[src/qdac_params.svh]
// Constants for the quad converter serial command decoder
`ifndef QDAC_PARAMS_SVH
`define QDAC_PARAMS_SVH
`define QDAC_WORD_BITS 24
`define QDAC_LOAD_ALL_POS 21
`define QDAC_LOAD_SINGLE_POS 20
`define QDAC_SEL_HI_POS 18
`define QDAC_SEL_LO_POS 17
`define QDAC_PD_FLAG_POS 16
`define QDAC_MODE_HI_POS 15
`define QDAC_MODE_LO_POS 14
`define QDAC_REF_HI_POS 15
`define QDAC_REF_LO_POS 12
`define QDAC_SEL_BCAST 2'h2
`define QDAC_REF_CODE_DEFAULT 4'h0
`define QDAC_REF_CODE_ON 4'h1
`define QDAC_REF_CODE_OFF 4'h2
`define QDAC_DATA_RESET 16'h0000
`define QDAC_REFON_RESET 1'b1
`define QDAC_BCNT_RESET 5'h00
`endif

[src/qdac_pkg.sv]
// Types for the quad converter serial command decoder
package qdac_pkg;
    // Channel output state
    typedef enum logic [1:0] {
        QDAC_PD_NORMAL,
        QDAC_PD_1K,
        QDAC_PD_100K,
        QDAC_PD_HIZ
    } qdac_pd_t;
    // Reference control mode
    typedef enum logic [1:0] {
        QDAC_REF_AUTO,
        QDAC_REF_FORCE_ON,
        QDAC_REF_FORCE_OFF
    } qdac_ref_t;
endpackage

[src/qdac_decoder.sv]
// Serial command decoder with channel buffers, converter registers and reference control
// Operation
// RULE1 - Mode bits 11 select high-impedance power-down
// RULE2 - Single-load writes buffer, updates that channel
// RULE3 - Broadcast power-down applies to all channels
// RULE4 - Broadcast data loads and updates all channels
// RULE5 - Reference code 0001 forces reference on
// RULE6 - Reference code 0010 forces reference off
// RULE7 - Reference code 0000 restores automatic mode
// RULE8 - Reset leaves reference in automatic mode
// RULE9 - Auto mode: all powered down, reference off
// RULE10 - Auto mode: data write powers reference up
// RULE11 - Forced on keeps reference always powered
// RULE12 - Forced off keeps reference always down
// RULE13 - Data write loads and leaves power-down
// RULE14 - Updates happen on 24th falling edge
// RULE15 - Mode 01 is 1k, 10 is 100k
// RULE16 - Load bits select store, or store-and-update-all
// RULE17 - Register contents kept during power-down
// RULE18 - Host sends most significant bit first
// RULE19 - Frame holds one 24-bit word
// Word layout, first bit on the wire at the top:
//   [21] load_all_bit, [20] load_single_bit
//   [18:17] channel select; 10 with both load bits is broadcast
//   [16] power_down_flag; [15:14] power mode when set
//   [15:12] reference code when the word is a reference command
//   [15:0] converter code for data writes
// Latency from the 24th link clock fall to the outputs is about
// three system clocks: two synchroniser stages, then the register; edge detect adds none.
`include "qdac_params.svh"
module qdac_decoder
    import qdac_pkg::*;
#(
    parameter int NUM_CH = 4,
    parameter int DATA_W = 16
) (
    input wire logic mclk,
    input wire logic rst,
    input wire logic sync_n,
    input wire logic sclk,
    input wire logic sdin,
    output logic [NUM_CH*DATA_W-1:0] dac_code,
    output logic [2*NUM_CH-1:0] ch_pd_mode,
    output logic ref_enable,
    output logic [1:0] ref_mode,
    output logic update_strobe
);
    // Elaboration check: word layout fixes four channels of 16 bits
    // Other sizes would need a different word layout and select field
    if (NUM_CH != 4 || DATA_W != 16) begin : g_bad_size
        $error("qdac_decoder serves four channels of 16 bits only");
    end

    // Pin synchronisers, two stages each
    // Frame select, link clock and data all come from another domain
    logic [1:0] sync_n_s;
    logic [1:0] sclk_s;
    logic [1:0] sdin_s;
    logic sclk_d; // Previous synchronised clock level

    // Shift state
    // Count runs from 0 to 24 and stops; 24 means the word was taken
    logic [`QDAC_WORD_BITS-1:0] shreg; // Incoming word, MSB first
    logic [4:0] bcnt; // Bits received in frame
    logic [`QDAC_WORD_BITS-1:0] next_shreg;
    logic [4:0] next_bcnt;

    // Channel state
    // Buffered state waits for a load; applied state drives the outputs
    logic [DATA_W-1:0] buf_q [NUM_CH]; // Input buffers
    logic [DATA_W-1:0] dac_q [NUM_CH]; // Converter registers
    qdac_pd_t pdbuf_q [NUM_CH]; // Buffered power state
    qdac_pd_t pd_q [NUM_CH]; // Applied power state
    qdac_ref_t refm_q; // Reference mode
    logic refon_q; // Reference powered
    logic upd_q; // Update strobe
    logic [DATA_W-1:0] next_buf [NUM_CH];
    logic [DATA_W-1:0] next_dac [NUM_CH];
    qdac_pd_t next_pdbuf [NUM_CH];
    qdac_pd_t next_pd [NUM_CH];
    qdac_ref_t next_refm;
    logic next_refon;
    logic next_upd;

    // Edge detection on synchronised pins
    // Falls only count while frame select is low
    logic fall; // Falling serial clock edge
    logic active; // Frame select low
    assign fall = sclk_d & ~sclk_s[1];
    assign active = ~sync_n_s[1];

    // Mode bits to power state
    // Mode 00 with the flag set means no power-down
    function automatic qdac_pd_t pd_decode(input logic [1:0] m);
        qdac_pd_t r;
        case (m)
            2'h1: r = QDAC_PD_1K; // RULE15
            2'h2: r = QDAC_PD_100K; // RULE15
            2'h3: r = QDAC_PD_HIZ; // RULE1
            default: r = QDAC_PD_NORMAL;
        endcase
        return r;
    endfunction

    // Synchroniser registers; only stage two is read by logic
    // Link clock stages reset high, the level the host parks it at,
    // so leaving reset never shows a spurious edge
    always_ff @(posedge mclk) begin
        if (rst) begin
            sync_n_s <= 2'h3;
            sclk_s <= 2'h3;
            sdin_s <= 2'h0;
            sclk_d <= 1'b1;
        end else begin
            sync_n_s <= {sync_n_s[0], sync_n};
            sclk_s <= {sclk_s[0], sclk};
            sdin_s <= {sdin_s[0], sdin};
            sclk_d <= sclk_s[1];
        end
    end

    // Shifter next state: one bit per falling edge while framed
    // Raising frame select early drops the partial word; falls after
    // the 24th bit are ignored until the frame closes
    always_comb begin
        next_shreg = shreg;
        next_bcnt = bcnt;
        if (!active) begin
            next_bcnt = `QDAC_BCNT_RESET; // RULE19
        end else if (fall && bcnt < 5'(`QDAC_WORD_BITS)) begin
            next_shreg = {shreg[`QDAC_WORD_BITS-2:0], sdin_s[1]}; // RULE18
            next_bcnt = bcnt + 5'h01;
        end
    end

    // Shifter registers
    // Shift register is not cleared per frame; the count gates a word
    always_ff @(posedge mclk) begin
        if (rst) begin
            shreg <= '0;
            bcnt <= `QDAC_BCNT_RESET;
        end else begin
            shreg <= next_shreg;
            bcnt <= next_bcnt;
        end
    end

    // Word decode, acts once when the 24th falling edge lands
    // The last bit is merged straight from the synchroniser so the
    // word acts on the same edge that takes its final bit
    logic word_done;
    logic [`QDAC_WORD_BITS-1:0] w; // Complete word
    assign word_done = active && fall && bcnt == 5'(`QDAC_WORD_BITS - 1); // RULE14
    assign w = {shreg[`QDAC_WORD_BITS-2:0], sdin_s[1]};

    // Command decode: next buffers, converter registers, power states
    // and reference mode; everything holds unless a whole word lands
    always_comb begin
        logic ld_all;
        logic ld_one;
        logic pdf;
        logic [1:0] sel;
        logic bcast;
        logic refcmd;
        logic any_up;
        logic all_down;
        qdac_pd_t pdv;
        ld_all = w[`QDAC_LOAD_ALL_POS];
        ld_one = w[`QDAC_LOAD_SINGLE_POS];
        pdf = w[`QDAC_PD_FLAG_POS];
        sel = {w[`QDAC_SEL_HI_POS], w[`QDAC_SEL_LO_POS]};
        bcast = ld_all && ld_one && sel == `QDAC_SEL_BCAST;
        // Reference command is the flag-set form with mode bits 00; other
        // mode bits in that form are a buffer-only power-down of channel 0
        refcmd = !ld_all && !ld_one && sel == 2'h0 && pdf
            && w[`QDAC_MODE_HI_POS:`QDAC_MODE_LO_POS] == 2'h0; // RULE5
        pdv = pdf ? pd_decode(w[`QDAC_MODE_HI_POS:`QDAC_MODE_LO_POS]) : QDAC_PD_NORMAL;
        // Reference wake and sleep conditions, found in the loop below
        any_up = 1'b0;
        all_down = 1'b1;
        next_refm = refm_q;
        next_upd = 1'b0;
        // By default every channel keeps its state
        for (int i = 0; i < NUM_CH; i++) begin
            next_buf[i] = buf_q[i];
            next_dac[i] = dac_q[i];
            next_pdbuf[i] = pdbuf_q[i];
            next_pd[i] = pd_q[i];
        end
        // Nothing changes until a complete word arrives
        if (word_done) begin
            if (refcmd) begin
                // Reference command; other codes leave the mode as is
                case (w[`QDAC_REF_HI_POS:`QDAC_REF_LO_POS])
                    `QDAC_REF_CODE_ON: next_refm = QDAC_REF_FORCE_ON; // RULE5
                    `QDAC_REF_CODE_OFF: next_refm = QDAC_REF_FORCE_OFF; // RULE6
                    `QDAC_REF_CODE_DEFAULT: next_refm = QDAC_REF_AUTO; // RULE7
                    default: next_refm = refm_q;
                endcase
            end else if (bcast) begin
                // Broadcast: same setting to all, update together
                for (int i = 0; i < NUM_CH; i++) begin
                    next_pdbuf[i] = pdv; // RULE3
                    next_pd[i] = pdv; // RULE3
                    // Data broadcast also returns every channel to normal
                    if (!pdf) begin
                        next_buf[i] = w[DATA_W-1:0]; // RULE4
                        next_dac[i] = w[DATA_W-1:0]; // RULE4
                    end
                end
                next_upd = 1'b1; // RULE14
            end else begin
                // Addressed store into buffer
                next_pdbuf[sel] = pdv; // RULE16
                // Only data words replace the stored code
                if (!pdf) begin
                    next_buf[sel] = w[DATA_W-1:0]; // RULE16
                end
                if (ld_all) begin
                    // Update every channel from its buffer
                    for (int i = 0; i < NUM_CH; i++) begin
                        next_pd[i] = next_pdbuf[i]; // RULE16
                        // A powered-down channel keeps its converter register
                        if (next_pdbuf[i] == QDAC_PD_NORMAL) begin
                            next_dac[i] = next_buf[i]; // RULE17
                        end
                    end
                    next_upd = 1'b1; // RULE14
                end else if (ld_one) begin
                    // Update the addressed channel alone
                    next_pd[sel] = pdv; // RULE2
                    // Converter register kept while the channel is powered down
                    if (!pdf) begin
                        next_dac[sel] = w[DATA_W-1:0]; // RULE13
                    end
                    next_upd = 1'b1; // RULE2
                end
            end
        end
        // All down, or a channel leaving power-down, steers auto mode
        for (int i = 0; i < NUM_CH; i++) begin
            if (next_pd[i] == QDAC_PD_NORMAL) begin
                all_down = 1'b0;
                if (pd_q[i] != QDAC_PD_NORMAL) begin
                    any_up = 1'b1; // RULE10
                end
            end
        end
        // Reference power from mode and channel state
        // Forced modes win; auto follows the channel power states
        case (next_refm)
            QDAC_REF_FORCE_ON: next_refon = 1'b1; // RULE11
            QDAC_REF_FORCE_OFF: next_refon = 1'b0; // RULE12
            default: begin
                if (all_down) begin
                    next_refon = 1'b0; // RULE9
                end else if (any_up) begin
                    next_refon = 1'b1; // RULE10
                end else begin
                    // Leaving a forced mode for auto turns the reference on
                    next_refon = refon_q | (refm_q != QDAC_REF_AUTO);
                end
            end
        endcase
    end

    // Channel and reference registers
    // Reset state matches the automatic reference command
    always_ff @(posedge mclk) begin
        if (rst) begin
            for (int i = 0; i < NUM_CH; i++) begin
                buf_q[i] <= `QDAC_DATA_RESET;
                dac_q[i] <= `QDAC_DATA_RESET;
                pdbuf_q[i] <= QDAC_PD_NORMAL;
                pd_q[i] <= QDAC_PD_NORMAL;
            end
            refm_q <= QDAC_REF_AUTO; // RULE8
            refon_q <= `QDAC_REFON_RESET; // RULE8
            upd_q <= 1'b0;
        end else begin
            for (int i = 0; i < NUM_CH; i++) begin
                buf_q[i] <= next_buf[i];
                dac_q[i] <= next_dac[i];
                pdbuf_q[i] <= next_pdbuf[i];
                pd_q[i] <= next_pd[i];
            end
            refm_q <= next_refm;
            refon_q <= next_refon;
            upd_q <= next_upd;
        end
    end

    // Outputs straight from registers
    // Plain wiring of register values, no logic in the path
    always_comb begin
        for (int i = 0; i < NUM_CH; i++) begin
            dac_code[i*DATA_W +: DATA_W] = dac_q[i];
            ch_pd_mode[2*i +: 2] = pd_q[i];
        end
        ref_enable = refon_q;
        ref_mode = refm_q;
        update_strobe = upd_q;
    end
endmodule

[config.mk]
export PLATFORM = sky130hd
export DESIGN_NAME = qdac_decoder
export DESIGN_NICKNAME = d
export VERILOG_FILES = /design/src/qdac_pkg.sv /design/src/qdac_decoder.sv
export VERILOG_INCLUDE_DIRS = /design/src /design/src/src
export SDC_FILE = /design/constraint.sdc
export NUM_CORES = 1
export LEC_CHECK = 0
export BUFFER_PORTS_ARGS = -buffer_cell sky130_fd_sc_hd__buf_2
export CORE_MARGIN = 4
export CORE_UTILIZATION = 45
export CTS_CLUSTER_DIAMETER = 80
export DETAILED_ROUTE_END_ITERATION = 10
export GPL_ROUTABILITY_DRIVEN = 0
export PLACE_DENSITY = 0.67
export SETUP_SLACK_MARGIN = 0.1
export SKIP_LAST_GASP = 1
export SYNTH_ARGS = -nofsm -noshare
export SYNTH_HDL_FRONTEND = slang
export SYNTH_SLANG_ARGS = --single-unit
[constraint.sdc]
create_clock -name mclk -period 2.53 [get_ports mclk]
set_input_delay 0.1265 -clock mclk [delete_from_list [all_inputs] [get_ports mclk]]
set_output_delay 0.1265 -clock mclk [all_outputs]
set_load 0.02 [all_outputs]
==> impl_results.md, run 1 <==
- Worst Hold Class: reg2reg
- Path depth of the worst reg2reg path: 10
- Layout cells sized above 1: 0.1903
- Max Clk Rate: 440.6 MHz
- Setup crit end kind: flip-flop
- Post-route ant nets: 0
- Switching share of total power: 0.2072
- Most common library cells after synthesis: dfxtp_1 (181), nor2_1 (165), nand2_1 (87), a211oi_1 (66), clkbuf_1 (59)
- Synthesis warning total: 0
- Detailed-route via count: 6896
- Clk slew on worst S/H paths: 0.07 ns
- Root buf cell: clkbuf_16
- Die Width: 141.1 microns
- Clock Path Buffers: 2
- Antenna Cells: 0
- Register share of total power: 0.502
- Top Ports: 81
- Synthesized area per cell: 8.671 sq um
- Asr flop ratio synth: 0
- H-tree depth: 4
- Startpoint Class: flip-flop
- Power Density: 613.6 nW/um^2
- Row count: 48
- Count leader, synth: dfxtp_1
- Max-cap violations: 0
- Mapped Nets: 926
- Worst clock skew: 0.005612 ns
- Post-Syn Instances: 919
- Synth Flop Type: dfxtp_1
- Final total power: 5.693 mW
- CTS tree: done
- Post-synth top area share: 0.4547
- Synthesized area: 7969 sq um
- Post-synth EDFFs: 0
- Maximum fanout along the worst path: 5
- Core ar.: 17300 sq um
- Routed vias/inst: 5.685
- RSZ-0062 raised after global routing: false
- Crit Path Category: reg2reg
- Leak pwr: 3.204 nW
- Slew headroom: 0.5848
- Critical Path RT: 2.85 ns
- Comb power frac: 0.012
- DRC viols: 0
- Tot GR Track Use: 0.2014
- Worst hold path depth: 1
- Largest area contributor in the netlist: dfxtp_1
- Die Ht: 141.1 microns
- Run status: finished clean
- Endpoints failing hold: 0
- Slew Viols, Final: 0
- Clock share of power: 0.485
- Largest net degree at the start of global routing: 111
- Final setup fails: 0
- Vias in the first global route: 6122
- Sw Pwr: 1.179 mW
- Final WL: 20.35 mm
- DP Wirelength: 13.26 mm
- Seq/Total Area, Yosys: 0.4547
- DRT iter0 DRCs: 782
- Die ar.: 19900 sq um
- Final setup TNS: 0 ns
- Worst EP arrival: 2.59 ns
- Iteration count of the initial detailed-routing pass: 5
- Antenna violations before repair: 0
- Final period util: 0.8972
- Netlist cell types: 64
- Clock Latency Late Sink: 0.44 ns
- IO Port Bufs: 80
- Worst slew pin tran: 0.6220 ns
- First-pass GRT wire length: 32.46 mm
- Post-CTS setup buffer count: 0
- NumNets Final: 982
- Minimum clock period: 2.270 ns
- Drt wl/cell: 16.78 microns
- Starting Density: 0.4607
- P&R area growth vs syn: 16.42%
- Synth Register Bits: 181
- Final Core Density: 0.5364
- Grt ovf: 0
- TritonCTS Buffers: 17
- Clk sink count: 181
- Max VDD drop: 0.4743 mV
- Synth top area cells: dfxtp_1 (45%), nor2_1 (7.8%), mux2i_1 (6.5%)
- Cell-internal power: 4.514 mW
-- final timing paths --
check / to / slack (ns) / from
hold / removal: sclk_s[1] / 0.41 / sclk_s[0]
hold reg to reg: sclk_s[1] / 0.41 / sclk_s[0]
setup reg to reg: ref_enable / 0.26 / bcnt[0]
setup / recovery: ref_enable / 0.26 / bcnt[0]
-- power groups by stage --
stage               clock [mW]  combinational, mW  sequential (mW)
finish                    2.76             0.0711             2.86
detailed placement           0             0.0665             2.92
global placement             0             0.0669             2.92
global route              2.93             0.0778             2.86
CTS                       2.81             0.0714             2.86
floorplan                    0             0.0524             2.92
-- critical path: stages, from the launching register on --
cell,delay (ns)
dfxtp_2,0.35
ha_2,0.21
and4b_2,0.28
and2_4,0.19
nand2_1,0.09
nor2_2,0.11
o22ai_1,0.11
ha_1,0.31
o311ai_2,0.11
nor4_1,0.31
nor3_1,0.08
-- stage by stage --
stage	hold slack (ns)	cell area (sq um)	worst slack [ns]	cells
detailed placement	0.3202	8606	0.1079	1177
global route	0.4197	9278	0.1145	1213
finish	0.4097	9278	0.2601	1213
floorplan	0.2303	7969	0.3431	919
CTS	0.4012	9266	0.1521	1213
global placement	0.3098	8606	0.2026	1177
-- what timing repair did --
| action | CTS | global route |
|---|---|---|
| endpoints found under the setup margin | 1 | 1 |
| gates resized for setup | 1 | 7 |
| hold buffers | 4 | 0 |
| hold endpoints to repair | 4 | 0 |
| gates cloned | 0 | 0 |
| pin swaps | 0 | 1 |
-- sequential cells by signal, summed over array words and instances, names as in the netlist --
register and cells:
pdbuf_q 8, dac_q 64, buf_q 64, update_strobe 1, sclk_d 1, shreg 21, sync_n_s 2, bcnt 5
sdin_s 2, ref_mode 2, sclk_s 2, ref_enable 1, pd_q 8
-- cells by family after synthesis --
logic type / after synthesis / synth area share
AOI/OAI and AO/OA: 260 / 0.2394
xor gates and xnor gates: 5 / 0.005496
and+or+nand+nor: 321 / 0.1754
DFF: 181 / 0.4547
adders and majority gates: 2 / 0.003140
buffers and inverters: 96 / 0.05370
muxes: 54 / 0.06814
-- layout make-up --
cell class                      instances  area (sq um)
Tap cell                              225         281.5
Inverter                                5         18.77
Clock buffer                           22         474.2
Multi-Input combinational cell        642          3933
Clock inverter                         10         145.1
Fill cell                            1654          8019
Sequential cell                       181          3627
Timing Repair Buffer                  128         798.3
-- cell usage in the layout (no fill, tap or decap), types with 5 or more instances in the layout --
cell type,count
dfxtp_1,178
nor2_1,162
nand2_1,87
buf_2,79
a211oi_1,66
mux2i_1,52
a21oi_1,52
a22oi_1,50
buf_4,43
a22o_1,33
nor3_1,17
clkbuf_16,17
a32oi_1,16
and2_1,9
or2_2,9
o21ai_1,7
o22ai_1,6
nand2b_1,5
nor2b_1,5
-- metal layers --
layer,GRT usage,part of all wire,vias to the layer above
li1,-,-,3416
met1,0.2862,0.46,3222
met2,0.3100,0.46,232
met3,0.04104,0.065,26
met4,0.05813,0.015,0
met5,0,0,-
Note: power is estimated with default switching activity, not from simulation.
==> run 2: changes to the inputs <==
- REMOVE_ABC_BUFFERS: unset -> 1
==> impl_results.md, run 2 (synthesis results as in run 1) <==
- Met1 usage: 0.2585 (-0.02768)
- Top Registers: buf_q (64), dac_q (64), shreg (21)
- Worst Hold Class: in2reg
- First-pass GRT wire length: 32.39 mm (-0.23%)
- Place WS: 0.08915 ns (-0.01878 ns)
- Grt ovf: 0 (unchanged)
- Drt wl/cell: 16.55 microns (-1.3%)
- Final period util: 0.9213 (+0.02412)
- Die ar.: 19900 sq um (unchanged)
- Leak pwr: 3.201 nW (about the same)
- Placed cells: 1172 (-0.42%)
- Setup crit end kind: flip-flop
- Routed vias/inst: 5.574 (-2.0%)
- Worst EP arrival: 2.65 ns (+0.06 ns)
- GR peak layer: met2
- Die Ht: 141.1 microns (unchanged)
- Detailed-route via count: 6733 (-2.4%)
- Final Core Density: 0.5401 (+0.003762)
- Clock Path Buffers: 2 (unchanged)
- Placed Area: 8618 sq um (+0.15%)
- H-tree depth: 4 (unchanged)
- Layout cells sized above 1: 0.1923 (+0.001985)
- Die Width: 141.1 microns (unchanged)
- Minimum clock period: 2.331 ns (+0.06103 ns)
- Commonest non-fill, non-tap cell in the layout: dfxtp_1
- Hold_ws: 0.1185 ns (-0.2912 ns)
- Row count: 48 (unchanged)
- IO Port Bufs: 80 (unchanged)
- Clk sink count: 181 (unchanged)
- Iteration count of the initial detailed-routing pass: 7 (+2)
- Most frequent cells in the layout: dfxtp_1 (179), nor2_1 (159), nand2_1 (87), buf_2 (79), a211oi_1 (66)
- Endpoints failing hold: 0 (unchanged)
- Slew Viols, Final: 0 (unchanged)
- RSZ-0062 raised after global routing: true
- Post-route ant nets: 0 (unchanged)
- Max Clk Rate: 429.0 MHz (-2.6%)
- Final setup fails: 0 (unchanged)
- Critical Path RT: 2.85 ns (about the same)
- NumNets Final: 977 (-0.51%)
- DRT iter0 DRCs: 584 (-25%)
- Power Density: 618.0 nW/um^2 (+0.71%)
- Met2 GRT Util: 0.3338 (+0.02383)
- Worst clock skew: 0.005165 ns (-0.0004469 ns)
- Max VDD drop: 0.4746 mV (about the same)
- Vias in the first global route: 6278 (+2.5%)
- Run status: finished clean
- Core ar.: 17300 sq um (unchanged)
- Root buf cell: clkbuf_16
- Worst slew pin tran: 0.6846 ns (+0.06254 ns)
- Startpoint Class: flip-flop
- CTS tree: done
- DP Wirelength: 13.02 mm (-1.8%)
- P&R area growth vs syn: 17.24%
- Largest net degree at the start of global routing: 110 (-0.90%)
- Clock Latency Late Sink: 0.43 ns (about the same)
- DRC viols: 0 (unchanged)
- Design Area, Final: 9343 sq um (+0.70%)
- Starting Density: 0.4607 (unchanged)
- Clk slew on worst S/H paths: 0.07 ns (about the same)
- Top Ports: 81 (unchanged)
- Post-route worst setup slack: 0.1991 ns (-0.06103 ns)
- TritonCTS Buffers: 17 (unchanged)
- M3 GR Usage: 0.04138 (+0.0003392)
- Post-Layout Cell Count: 1208 (-0.41%)
- Final WL: 20.00 mm (-1.7%)
- Antenna Cells: 0 (unchanged)
- Tot GR Track Use: 0.2005 (-0.0008417)
- Antenna violations before repair: 0 (unchanged)
- Max-cap violations: 0 (unchanged)
- Crit Path Category: reg2reg
- Slew headroom: 0.5431 (-0.04162)
- Maximum fanout along the worst path: 6 (+1)
## run 2: changes by cell type in the layout (fill, tap and decap cells not counted), sizes merged
cell	change
clkbuf	-4
buf	-4
bufinv	+1
inv	-2
clkinv	+5
dlygate4sd3	-1
## run 2: repair_timing
action | 4_1_cts | 5_1_grt
resized for setup | 2 | 10
setup buffers | 0 | 1
endpoints found under the hold margin | 3 | 0
pin swaps | 0 | 5
setup endpoints to repair | 2 | 34
hold buffers | 3 | 0
## run 2: metal layers
layer / part of all wire / up-vias
li1: - / 3400
met1: 0.45 / 3133
met2: 0.48 / 169
met3: 0.053 / 31
met4: 0.024 / 0
met5: 0 / -
## run 2: layout make-up
class,instances,area (sq um)
clock buffers,18,439.2
clock inverters,14,205.2
fillers,1583,7954
inverters,5,18.77
multi-input cells,642,3964
flip-flops and latches,181,3626
well taps,225,281.5
repair buffers,123,808.3
## run 2: where the power goes
group	switching [mW]	internal, mW	leakage (nW)
combinational	0.0524	0.0187	1.43
sequential	0.00571	2.85	1.46
clock	1.15	1.69	0.309
total	1.21	4.56	3.20
## run 2: stage by stage
stage	TNS, ns	power (mW)
after detailed placement	0	2.991
after global routing	0	5.957
after floorplan	-92.32	2.934
final	0	5.774
after global placement	0	2.992
after CTS	0	5.821
## run 2: worst paths after layout
kind / start / end / slack [ns] / cells after the start
hold / removal: rst / buf_q[0][0] / 0.12 / 2
setup / recovery: bcnt[0] / ref_enable / 0.20 / 10
hold reg to reg: sync_n_s[0] / sync_n_s[1] / 0.41 / 1
setup reg to reg: bcnt[0] / ref_enable / 0.20 / 10
## run 2: critical path, stage by stage, from the launching register on
cell and delay [ns]:
dfxtp_1 0.37, ha_2 0.20, and4b_1 0.24, and2_4 0.19
nand2_1 0.09, nor2_1 0.15, o22ai_1 0.12, ha_1 0.37
o311ai_4 0.12, nor4_2 0.29, nor3_1 0.08
==> run 3: changes to the inputs <==
- CORE_UTILIZATION: 45 -> 59
- PLACE_DENSITY: 0.67 -> 0.83
- SETUP_SLACK_MARGIN: 0.1 -> 0.4
==> impl_results.md, run 3 (synthesis results as in run 1) <==
- TritonCTS Buffers: 17 (unchanged)
- Largest net degree at the start of global routing: 131 (+19%)
- RSZ-0062 raised after global routing: true
- Post-Layout Cell Count: 1171 (-3.1%)
- Core ar.: 13240 sq um (-23%)
- Worst clock skew: 0.007169 ns (+0.002004 ns)
- Commonest non-fill, non-tap cell in the layout: dfxtp_1
- Switching share of total power: 0.2198 (+0.009945)
- Area of the multi-input gates: 4025 sq um (+1.5%)
- Crit path max-delay family: simple AND/OR/NAND/NOR gates
- Final WL: 21.12 mm (+5.6%)
- Worst Setup EP: ref_enable
- Most frequent cells in the layout: dfxtp_1 (174), nor2_1 (161), nand2_1 (86), buf_2 (79), a211oi_1 (66)
- Final setup fails: 0 (unchanged)
- Critical R2R Capture: ref_enable
- Layout cells sized above 1: 0.2131 (+0.02080)
- NumNets Final: 990 (+1.3%)
- Slew Viols, Final: 0 (unchanged)
- Crit Path Category: reg2reg
- Critical Path RT: 2.85 ns (about the same)
- DRT iter0 DRCs: 810 (+39%)
- Startpoint Class: flip-flop
- Tot GR Track Use: 0.2575 (+0.05699)
- Worst EP arrival: 2.56 ns (-0.09 ns)
- Final Core Density: 0.7166 (+0.1765)
- Routed vias/inst: 6.161 (+11%)
- Row count: 42 (-13%)
- RR Startpoint: shreg[14]
- Top Ports: 81 (unchanged)
- Starting Density: 0.6018 (+0.1410)
- Clock Path Buffers: 2 (unchanged)
- R2R setup slack: 0.29 ns (+0.09 ns)
- IO Port Bufs: 80 (unchanged)
- Detailed-route via count: 7214 (+7.1%)
- H-tree depth: 4 (unchanged)
- First-pass GRT wire length: 32.86 mm (+1.4%)
- Die Ht: 124.2 microns (-12%)
- Top Registers: buf_q (64), dac_q (64), shreg (21)
- Maximum fanout along the worst path: 7 (+1)
- DRC viols: 0 (unchanged)
- Register share of total power: 0.524 (+0.029)
- Max-cap violations: 0 (unchanged)
- WP depth: 9 (-1)
- Iteration count of the initial detailed-routing pass: 5 (-2)
- Worst slew pin tran: 0.7679 ns (+0.08337 ns)
- Final period util: 0.8854 (-0.03589)
- CTS tree: done
- Clk slew on worst S/H paths: 0.06 ns (about the same)
- Leak pwr: 3.283 nW (+2.6%)
- Worst Hold Class: in2reg
- Path depth of the worst reg2reg path: 9 (-1)
- Cell-internal power: 4.256 mW (-6.7%)
- Clock share of power: 0.464 (-0.029)
- Crit path launch: shreg[14]
- Vias in the first global route: 6475 (+3.1%)
- Worst path cell trace: nor2_1 > and4_2 > nand2_2 > nor2_2 > o22ai_1 > ha_1 > o311ai_4 > nor4_2 > nor3_1
- Sw Pwr: 1.199 mW (-1.0%)
- Drt wl/cell: 18.03 microns (+8.9%)
- Die ar.: 15430 sq um (-22%)
- Final total power: 5.456 mW (-5.5%)
- Hold_ws: 0.1408 ns (+0.02230 ns)
- Antenna Cells: 0 (unchanged)
- DP Wirelength: 12.44 mm (-4.4%)
- Setup crit end kind: flip-flop
- Sequential Area: 3637 sq um (+0.31%)
- Slowest stage cell, crit path: dfxtp_1
- Antenna violations before repair: 0 (unchanged)
- Max VDD drop: 0.4319 mV (-9.0%)
- Clk sink count: 181 (unchanged)
- Die Width: 124.2 microns (-12%)
- Placed cells: 1121 (-4.4%)
- Power Density: 574.9 nW/um^2 (-7.0%)
- Minimum clock period: 2.240 ns (-0.09080 ns)
- Comb power frac: 0.013 (about the same)
- Worst path max stage delay: 0.41 ns (+0.04 ns)
- Place WS: 0.1693 ns (+0.08018 ns)
- Post-route ant nets: 0 (unchanged)
- Root buf cell: clkbuf_16
- Fillers: 970 (-39%)
- Grt ovf: 0 (unchanged)
- Run status: finished clean
- P&R area growth vs syn: 19.09%
- Max Clk Rate: 446.4 MHz (+4.1%)
- Slew headroom: 0.4880 (-0.05509)
- Clock Latency Late Sink: 0.44 ns (about the same)
- Buf/Inv on CP: 0 (unchanged)
- Endpoints failing hold: 0 (unchanged)
- Post-route worst setup slack: 0.2899 ns (+0.09080 ns)
==> run 3: cell count changes in the layout (fill, tap and decap cells not counted), sizes merged <==
cell      before  now
bufinv         4    1
clkinv         8    3
buf          120  130
inv            5   10
clkinvlp       2    4
clkbuf        18   21
==> run 3: layout make-up <==
type / instances / area share
Multi-Input combinational cell: 642 / 0.4241
Timing Repair Buffer: 136 / 0.1084
Tap cell: 176 / 0.02320
Inverter: 5 / 0.001978
Sequential cell: 181 / 0.3833
Clock inverter: 13 / 0.01279
Clock buffer: 18 / 0.04628
==> run 3: per-stage QoR <==
| step | cell area, sq um | TNS (ns) |
|---|---|---|
| 3_3_place_gp | 8542 | 0 |
| 3_5_place_dp | 8542 | 0 |
| 4_1_cts | 9216 | 0 |
| 5_1_grt | 9490 | 0 |
| 6_report | 9490 | 0 |
| 2_1_floorplan | 7560 | -92.32 |
==> run 3: power by group through the flow <==
stage / clock (mW) / combinational [mW] / sequential (mW)
2_1_floorplan: 0 / 0.0129 / 2.92
3_3_place_gp: 0 / 0.0642 / 2.92
3_5_place_dp: 0 / 0.0637 / 2.92
4_1_cts: 2.56 / 0.0670 / 2.86
5_1_grt: 2.67 / 0.0757 / 2.86
6_report: 2.53 / 0.0688 / 2.86
==> run 3: worst min path at each step <==
stage	startpoint	to	slack, ns	cells past startpoint
after floorplan	rst	buf_q[2][0]	0.20	1
after global placement	sync_n	sync_n_s[0]	0.31	2
after detailed placement	sclk	sclk_s[0]	0.31	2
after CTS	rst	ref_mode[1]	0.13	2
after global routing	rst	ref_mode[1]	0.16	2
final	rst	ref_mode[1]	0.14	2
==> run 3: repair_timing <==
item,in CTS,in global routing
cloned,0,3
pin swaps,9,10
setup buffers,4,9
hold buffers,3,0
gates resized for setup,19,23
endpoints found under the setup margin,100,101
endpoints found under the hold margin,3,0
==> run 3: layer usage <==
metal / global-route usage / part of all wire / up-vias
met1: 0.3482 / 0.42 / 3415
met4: 0.09413 / 0.016 / 0
li1: - / - / 3429
met2: 0.4030 / 0.47 / 332
met5: 0 / 0 / -
met3: 0.06057 / 0.091 / 38
==> run 3: worst register-to-register path: stages (launching register included) <==
cell      delay, ns
dfxtp_1        0.41
nor2_1         0.16
and4_2         0.34
nand2_2        0.11
nor2_2         0.16
o22ai_1        0.11
ha_1           0.35
o311ai_4       0.11
nor4_2         0.28
nor3_1         0.08
